`config.mk`:
```
export PLATFORM = sky130hd
export DESIGN_NAME = uart_mode_config
export DESIGN_NICKNAME = d
export VERILOG_FILES = /design/src/shared/uart_mode_pkg.sv /design/src/rtl/mode_reg_bank.sv /design/src/rtl/rx_error_tracker.sv /design/src/rtl/uart_mode_config.sv
export SDC_FILE = /design/constraint.sdc
export NUM_CORES = 1
export LEC_CHECK = 0
export BUFFER_PORTS_ARGS = -buffer_cell sky130_fd_sc_hd__buf_2
export CORE_ASPECT_RATIO = 1.2
export CORE_UTILIZATION = 40
export CTS_BUF_LIST = sky130_fd_sc_hd__clkbuf_4
export DETAILED_ROUTE_END_ITERATION = 6
export GPL_TIMING_DRIVEN = 0
export PLACE_DENSITY = 0.75
export SLEW_MARGIN = 25
export SYNTH_ARGS = -nofsm -noshare
export SYNTH_HDL_FRONTEND = slang
export SYNTH_HIERARCHICAL = 1
export SYNTH_SLANG_ARGS = --single-unit
export TNS_END_PERCENT = 1
```
`constraint.sdc`:
```
create_clock -name core_clk -period 1.45 [get_ports core_clk]
set_clock_uncertainty 0.1 [all_clocks]
set_input_delay 0 -clock core_clk [delete_from_list [all_inputs] [get_ports core_clk]]
set_output_delay 0 -clock core_clk [all_outputs]
set_load 0.05 [all_outputs]
```
`src/shared/uart_mode_pkg.sv`:
```
// constants, field layouts and carrier types for the channel mode registers
package uart_mode_pkg;

	// register addresses on the parallel bus
	localparam logic [3:0] addr_mode_a = 4'h0;
	localparam logic [3:0] addr_mode_b = 4'h8;

	// mode pointer values seen on the bus side
	localparam logic ptr_mode0 = 1'b0;
	localparam logic ptr_mode1 = 1'b1;

	// mode register zero layout
	localparam int mr0_watchdog_bit = 7;
	localparam int mr0_rx_thr_bit = 6;
	localparam int mr0_tx_thr_hi = 5;
	localparam int mr0_tx_thr_lo = 4;
	localparam int mr0_dont_care_bit = 3;
	localparam int mr0_ext2_bit = 2;
	localparam int mr0_test_bit = 1;
	localparam int mr0_ext1_bit = 0;

	// mode register one layout
	localparam int mr1_rts_bit = 7;
	localparam int mr1_rx_int_bit = 6;
	localparam int mr1_err_mode_bit = 5;
	localparam int mr1_par_hi = 4;
	localparam int mr1_par_lo = 3;
	localparam int mr1_par_type_bit = 2;
	localparam int mr1_len_hi = 1;
	localparam int mr1_len_lo = 0;

	// reset values and read masks
	localparam logic [7:0] mr0_reset = 8'h00;
	localparam logic [7:0] mr1_reset = 8'h00;
	localparam logic [7:0] mr0_read_one_a = 8'h08;
	localparam logic [7:0] mr0_read_one_b = 8'h0f;
	localparam logic [7:0] mr0_store_a = 8'hf7;
	localparam logic [7:0] mr0_store_b = 8'hf0;
	localparam logic [7:0] unmapped_read = 8'h00;

	// fewest data bits per character
	localparam logic [3:0] char_bits_base = 4'h5;

	typedef enum logic [1:0] {
		par_with = 2'h0,
		par_force = 2'h1,
		par_none = 2'h2,
		par_multidrop = 2'h3
	} parity_mode_type;

	typedef struct packed {
		logic brk;
		logic framing;
		logic parity;
		logic overrun;
	} rx_status_type;

	typedef struct packed {
		logic watchdog_en;
		logic rx_thr_hi;
		logic [1:0] tx_thr;
		logic baud_ext2;
		logic baud_ext1;
		logic rts_by_rx;
		logic irq_on_full;
		logic block_err;
		parity_mode_type parity_mode;
		logic parity_odd;
		logic [3:0] char_bits;
	} chan_cfg_type;

endpackage : uart_mode_pkg

```
`src/rtl/mode_reg_bank.sv`:
```
// the two mode registers of one channel with their read views
module mode_reg_bank #(
	parameter bit is_chan_b = 1'b0
) (
	// clock and reset
	input wire logic core_clk,
	input wire logic rstn,
	input wire logic clk_en,
	// write strobes and data
	input wire logic wr_mode0,
	input wire logic wr_mode1,
	input wire logic [7:0] wdata,
	// stored values and read views
	output logic [7:0] mode0_q,
	output logic [7:0] mode1_q,
	output logic [7:0] mode0_view,
	output logic [7:0] mode1_view
);

	wire [7:0] store_mask;
	wire [7:0] read_one;
	wire [7:0] mode0_d;
	wire [7:0] mode1_d;

	// bit 3 is not kept at all; channel b also drops its low nibble
	assign store_mask = is_chan_b ? uart_mode_pkg::mr0_store_b
		: uart_mode_pkg::mr0_store_a; // RULE_05
	assign read_one = is_chan_b ? uart_mode_pkg::mr0_read_one_b
		: uart_mode_pkg::mr0_read_one_a; // RULE_03
	assign mode0_d = wr_mode0 ? (wdata & store_mask) : mode0_q;
	assign mode1_d = wr_mode1 ? wdata : mode1_q;
	assign mode0_view = mode0_q | read_one; // RULE_03 RULE_05
	assign mode1_view = mode1_q;

	always_ff @(posedge core_clk or negedge rstn)
	begin
		if (!rstn)
		begin
			mode0_q <= uart_mode_pkg::mr0_reset;
			mode1_q <= uart_mode_pkg::mr1_reset;
		end
		else if (clk_en)
		begin
			mode0_q <= mode0_d;
			mode1_q <= mode1_d;
		end
	end

endmodule : mode_reg_bank

```
`src/rtl/rx_error_tracker.sv`:
```
// per-channel receive status: multidrop tag placement and block errors
module rx_error_tracker (
	// clock and reset
	input wire logic core_clk,
	input wire logic rstn,
	input wire logic clk_en,
	// mode
	input wire logic block_err,
	input wire logic multidrop,
	// received characters
	input wire logic rx_char_push,
	input wire uart_mode_pkg::rx_status_type rx_char_status,
	input wire logic rx_ad_tag,
	input wire uart_mode_pkg::rx_status_type head_status,
	// clears
	input wire logic err_reset_cmd,
	input wire logic rx_reset,
	// results
	output uart_mode_pkg::rx_status_type status_entry_q,
	output uart_mode_pkg::rx_status_type reported_q
);

	uart_mode_pkg::rx_status_type entry_d;
	uart_mode_pkg::rx_status_type acc_q;
	uart_mode_pkg::rx_status_type acc_d;
	uart_mode_pkg::rx_status_type push_bits;
	wire clear_acc;

	// tag takes the parity slot in multidrop
	always_comb
	begin
		entry_d = rx_char_status;
		if (multidrop)
			entry_d.parity = rx_ad_tag; // RULE_12
	end

	assign clear_acc = err_reset_cmd | rx_reset;
	assign push_bits = rx_char_push ? entry_d : '0;
	// an error landing on the clear cycle survives the clear
	assign acc_d = (clear_acc ? '0 : acc_q) | push_bits; // RULE_08

	always_ff @(posedge core_clk or negedge rstn)
	begin
		if (!rstn)
		begin
			acc_q <= '0;
			status_entry_q <= '0;
			reported_q <= '0;
		end
		else if (clk_en)
		begin
			acc_q <= acc_d;
			if (rx_char_push)
				status_entry_q <= entry_d;
			reported_q <= block_err ? acc_d : head_status; // RULE_07
		end
	end

endmodule : rx_error_tracker

```
`src/rtl/uart_mode_config.sv`:
```
// channel mode configuration registers of a dual uart
// Operation
// RULE_01: mode0 bit 7 enables receiver watchdog
// RULE_02: mode0 bit 6 rx threshold, 5:4 tx
// RULE_03: bits 3,1 written zero; bit 3 reads one
// RULE_04: mode0 bits 2,0 pick extended baud tables
// RULE_05: channel b mode0 low nibble reads ones
// RULE_06: mode1 bit 6 picks receive interrupt source
// RULE_07: mode1 bit 5 char or block errors
// RULE_08: block errors held until reset command
// RULE_09: mode1 bits 4:3 parity mode, 2 type
// RULE_10: mode1 bit 7 lets receiver drive rts
// RULE_11: mode1 bits 1:0 give five-eight data bits
// RULE_12: multidrop tag lands in parity status slot
module uart_mode_config #(
	parameter int data_w = 8
) (
	// clock and reset
	input wire logic core_clk,
	input wire logic rstn,
	input wire logic clk_en,
	// register bus
	input wire logic [3:0] reg_addr,
	input wire logic reg_rd,
	input wire logic reg_wr,
	input wire logic [data_w-1:0] reg_wdata,
	input wire logic [1:0] mode_ptr,
	output logic [data_w-1:0] reg_rdata_q,
	// receiver events, index 0 channel a, 1 channel b
	input wire logic [1:0] receive_char_available,
	input wire logic [1:0] receive_fifo_full,
	input wire logic [1:0] rx_char_push,
	input wire uart_mode_pkg::rx_status_type [1:0] rx_char_status,
	input wire logic [1:0] rx_ad_tag,
	input wire uart_mode_pkg::rx_status_type [1:0] head_status,
	input wire logic [1:0] err_reset_cmd,
	input wire logic [1:0] rx_reset,
	// configuration and status
	output uart_mode_pkg::chan_cfg_type [1:0] cfg_q,
	output logic [1:0] rx_irq_q,
	output logic [1:0] rts_assert_q,
	output uart_mode_pkg::rx_status_type [1:0] status_entry_q,
	output uart_mode_pkg::rx_status_type [1:0] reported_err_q
);

	if (data_w != 8)
	begin : g_bad_width
		$error("uart_mode_config: data_w must be 8");
	end

	function automatic uart_mode_pkg::chan_cfg_type decode_cfg(
		input logic [7:0] m0,
		input logic [7:0] m1
	);
		uart_mode_pkg::chan_cfg_type c;
		c.watchdog_en = m0[uart_mode_pkg::mr0_watchdog_bit]; // RULE_01
		c.rx_thr_hi = m0[uart_mode_pkg::mr0_rx_thr_bit]; // RULE_02
		c.tx_thr = {m0[uart_mode_pkg::mr0_tx_thr_hi],
			m0[uart_mode_pkg::mr0_tx_thr_lo]}; // RULE_02
		c.baud_ext2 = m0[uart_mode_pkg::mr0_ext2_bit]; // RULE_04
		c.baud_ext1 = m0[uart_mode_pkg::mr0_ext1_bit]; // RULE_04
		c.rts_by_rx = m1[uart_mode_pkg::mr1_rts_bit]; // RULE_10
		c.irq_on_full = m1[uart_mode_pkg::mr1_rx_int_bit]; // RULE_06
		c.block_err = m1[uart_mode_pkg::mr1_err_mode_bit]; // RULE_07
		c.parity_mode = uart_mode_pkg::parity_mode_type'(
			{m1[uart_mode_pkg::mr1_par_hi],
			m1[uart_mode_pkg::mr1_par_lo]}); // RULE_09
		c.parity_odd = m1[uart_mode_pkg::mr1_par_type_bit]; // RULE_09
		c.char_bits = uart_mode_pkg::char_bits_base + {2'b00,
			m1[uart_mode_pkg::mr1_len_hi],
			m1[uart_mode_pkg::mr1_len_lo]}; // RULE_11
		return c;
	endfunction : decode_cfg

	// address decode
	wire sel_a;
	wire sel_b;
	wire [1:0] chan_sel;
	assign sel_a = reg_addr == uart_mode_pkg::addr_mode_a;
	assign sel_b = reg_addr == uart_mode_pkg::addr_mode_b;
	assign chan_sel = {sel_b, sel_a};

	wire [7:0] mode0_q [2];
	wire [7:0] mode1_q [2];
	wire [7:0] mode0_view [2];
	wire [7:0] mode1_view [2];
	wire [7:0] chan_view [2];
	wire [data_w-1:0] rdata_d;
	uart_mode_pkg::chan_cfg_type cfg_d [2];
	wire [1:0] rx_irq_d;
	wire [1:0] rts_d;

	for (genvar i = 0; i < 2; i++)
	begin : g_chan
		wire wr_any;
		wire wr_mode0;
		wire wr_mode1;

		// pointer steps are handled outside; it only picks the target here
		assign wr_any = reg_wr & chan_sel[i];
		assign wr_mode0 = wr_any & (mode_ptr[i] == uart_mode_pkg::ptr_mode0);
		assign wr_mode1 = wr_any & (mode_ptr[i] == uart_mode_pkg::ptr_mode1);

		mode_reg_bank #(
			.is_chan_b(i == 1)
		) u_bank (
			.core_clk(core_clk),
			.rstn(rstn),
			.clk_en(clk_en),
			.wr_mode0(wr_mode0),
			.wr_mode1(wr_mode1),
			.wdata(reg_wdata),
			.mode0_q(mode0_q[i]),
			.mode1_q(mode1_q[i]),
			.mode0_view(mode0_view[i]),
			.mode1_view(mode1_view[i])
		);

		assign chan_view[i] = (mode_ptr[i] == uart_mode_pkg::ptr_mode1)
			? mode1_view[i] : mode0_view[i];
		assign cfg_d[i] = decode_cfg(mode0_q[i], mode1_q[i]);
		assign rx_irq_d[i] = cfg_d[i].irq_on_full ? receive_fifo_full[i]
			: receive_char_available[i]; // RULE_06
		// with rts control off the request stays asserted
		assign rts_d[i] = cfg_d[i].rts_by_rx ? !receive_fifo_full[i]
			: 1'b1; // RULE_10

		rx_error_tracker u_err (
			.core_clk(core_clk),
			.rstn(rstn),
			.clk_en(clk_en),
			.block_err(cfg_d[i].block_err),
			.multidrop(cfg_d[i].parity_mode == uart_mode_pkg::par_multidrop),
			.rx_char_push(rx_char_push[i]),
			.rx_char_status(rx_char_status[i]),
			.rx_ad_tag(rx_ad_tag[i]),
			.head_status(head_status[i]),
			.err_reset_cmd(err_reset_cmd[i]),
			.rx_reset(rx_reset[i]),
			.status_entry_q(status_entry_q[i]),
			.reported_q(reported_err_q[i])
		);
	end

	// other addresses belong to neighbouring blocks and read as zero here
	assign rdata_d = sel_a ? chan_view[0]
		: sel_b ? chan_view[1]
		: uart_mode_pkg::unmapped_read;

	always_ff @(posedge core_clk or negedge rstn)
	begin
		if (!rstn)
		begin
			reg_rdata_q <= '0;
			cfg_q <= '0;
			rx_irq_q <= '0;
			rts_assert_q <= '0;
		end
		else if (clk_en)
		begin
			if (reg_rd)
				reg_rdata_q <= rdata_d;
			cfg_q[0] <= cfg_d[0];
			cfg_q[1] <= cfg_d[1];
			rx_irq_q <= rx_irq_d;
			rts_assert_q <= rts_d;
		end
	end
endmodule : uart_mode_config

```
==> flow_summary.toml <==
[status]
outcome = "finished, final reports clean"

[layout]
stdcell_area_mm2 = 0.00578
fillCellCount = 906
nNetsFinal = 567
final_layout_size_suffix_gt1_frac = 0.455
syn2layout_area_growth_pct = 32.5
num_antenna_cells = 0

[die]
dieWidth_um = 97.4
design.core.area_mm2 = 0.0106
std_cell_rows = 41
dieArea_mm2 = 0.0113
start_util = 0.413
die_h_um = 116
boundaryPins = 107

[timing]
layout_min_cycle_time_ns = 1.43
hold_ws_ns = 0.00181
hold_violations = 0
fmax_mhz = 701
slew_headroom = 0.448
fin_crit_sh = 0.984
finalMaxSlewViolations = 0
setup_viol = 0
tightest_slew_ns = 0.828

[run]
drv_cap = 0

[pwr]
power.switching_mw = 2.31
power_density_mw_per_mm2 = 1110
switching_share = 0.358
clkPwrFrac = 0.184
p_int_mw = 4.14
combPwrFrac = 0.320
ir_drop_uv = 519
p_seq_frac = 0.496
leakagePower_nw = 2.99

[cts]
clockBufferDepth = 2
clock-sinks = 95
clkSlewWorstSetupHoldPaths_ns = 0.13
clockRootBuffer = "clkbuf_4"
cts_inserted_buffers = 9
cts-htree-levels = 3
clk-insertion-delay-late_ns = 0.45
cts_tree = "done"

[route]
drt-pass1-iter-count = 4
wirelength_um = 10800
drt_iter0_markers = 122
drtAntennaViolNets = 0
via_per_inst = 5.00
drc = 0
routedWlPerCell_um = 16.6
vias = 3261

[grt]
grt_pass1_wl_um = 16900
grt.overflow.total = 0
grt_pass1_vias = 3251
antenna_found_initial = 0
grt_max_degree = 55
track_usage = 0.194

[placement]
hpwl_um = 6860
placed_cell_area_mm2 = 0.00509
gp_congestion = 0.811
io_buffers = 102

[min_path]
worst_hold_path_type = "input pin to register"

[setup_path]
crit_path_end_kind = "register"
critPathKind = "register to register"
path_max_fanout = 2
required_ns = 1.68
crit_path_start_kind = "register"
worst-endpoint-arrival_ns = 1.66
reg2reg_setup_slack_ns = 0.02

[logic_synthesis]
synth_cells = 343
syn_area_per_cell_um2 = 12.7
ys_warn_count = 6
synth_area_mm2 = 0.00437
flip-flops by register name, summed over array words and instances (netlist names):
name	count
cfg_q	32
g_chan.u_bank/mode0_q	11
g_chan.u_bank/mode1_q	16
g_chan.u_err/acc_q	8
g_chan.u_err/reported_q	8
g_chan.u_err/status_entry_q	8
reg_rdata_q	8
rts_assert_q	2
rx_irq_q	2
per-layer routing:
layer | part of all wire | global-route usage
met5 | 0 | 0
met4 | 0.017 | 0.0784
met3 | 0.053 | 0.0383
met2 | 0.53 | 0.352
met1 | 0.40 | 0.227
power groups by stage:
stage	Combinational, mW	Sequential, mW	Clock, mW
6_report	2.06	3.20	1.19
4_1_cts	2.03	3.20	1.24
3_3_place_gp	1.83	3.23	0
5_1_grt	2.19	3.24	1.33
3_5_place_dp	1.88	3.25	0
2_1_floorplan	0.653	3.94	0
worst paths after layout:
check	start	end	cells after the start
worst max-delay path	g_chan[1].u_err/status_entry_q[3]$_DFFE_PN0P_	g_chan[1].u_err/status_entry_q[3]$_DFFE_PN0P_	2
worst min-delay path	reg_addr[0]	reg_rdata_q[2]$_DFFE_PN0P_	5
worst max register to register	g_chan[1].u_err/status_entry_q[3]$_DFFE_PN0P_	g_chan[1].u_err/status_entry_q[3]$_DFFE_PN0P_	2
worst min register to register	reg_rdata_q[6]$_DFFE_PN0P_	reg_rdata_q[6]$_DFFE_PN0P_	2
max in group asynchronous	rstn	g_chan[0].u_bank/mode0_q[7]$_DFFE_PN0P_	4
min in group asynchronous	rstn	g_chan[0].u_err/acc_q[0]$_DFFE_PN0P_	3
critical path, cell delays in order, from the launching register on:
cell and delay (ns):
dfrtp_1 0.41, mux2_4 0.26, dlygate4sd3_1 0.55
placed cells by master, fill, tap and decap left out, drive strengths merged:
cell type     instances
inv                  15
conb                  7
nor2b                 2
dfrtp                95
clkinv                6
and2                  4
o22a                  8
mux2i                24
ha                    2
a21o                  4
buf                 149
a221oi                6
a21oi                 4
or4b                  1
or4                   1
nand2                17
o31a                  2
mux2                 61
nor2                 12
dlymetal6s4s          4
o21ai                16
clkbuf               15
dlygate4sd3          50
a32o                  6
o22ai                 6
a31oi                 2
nor3                  4
stage by stage:
| stage | std cells | utilization | setup slack [ns] | power, mW | TNS, ns |
|---|---|---|---|---|---|
| detailed placement | 579 | 0.482 | -0.379 | 5.13 | -13.09 |
| finish | 652 | 0.547 | 0.0233 | 6.45 | 0 |
| floorplan | 347 | - | -0.0294 | 4.60 | -0.405 |
| CTS | 648 | 0.542 | 0.00994 | 6.46 | 0 |
| global route | 652 | 0.547 | -0.0283 | 6.76 | -0.0283 |
| global placement | 578 | 0.479 | -0.623 | 5.06 | -70.57 |
what timing repair did:
action / CTS / global route
resized for setup: 0 / 10
endpoints found under the hold margin: 156 / 1
setup buffers: 0 / 4
setup endpoints to repair: 0 / 12
hold buffers: 53 / 2
layout make-up:
| class | count | area, um^2 | area share |
|---|---|---|---|
| flip-flops and latches | 95 | 2380 | 0.411 |
| clock buffers | 10 | 75.1 | 0.0130 |
| well taps | 129 | 161 | 0.0279 |
| clock inverters | 6 | 27.5 | 0.00476 |
| plain buffers | 47 | 335 | 0.0580 |
| multi-input cells | 189 | 1630 | 0.281 |
| inverters | 15 | 56.3 | 0.00973 |
| repair buffers | 161 | 1120 | 0.194 |
No activity file was read; power rests on OpenSTA's default activity.
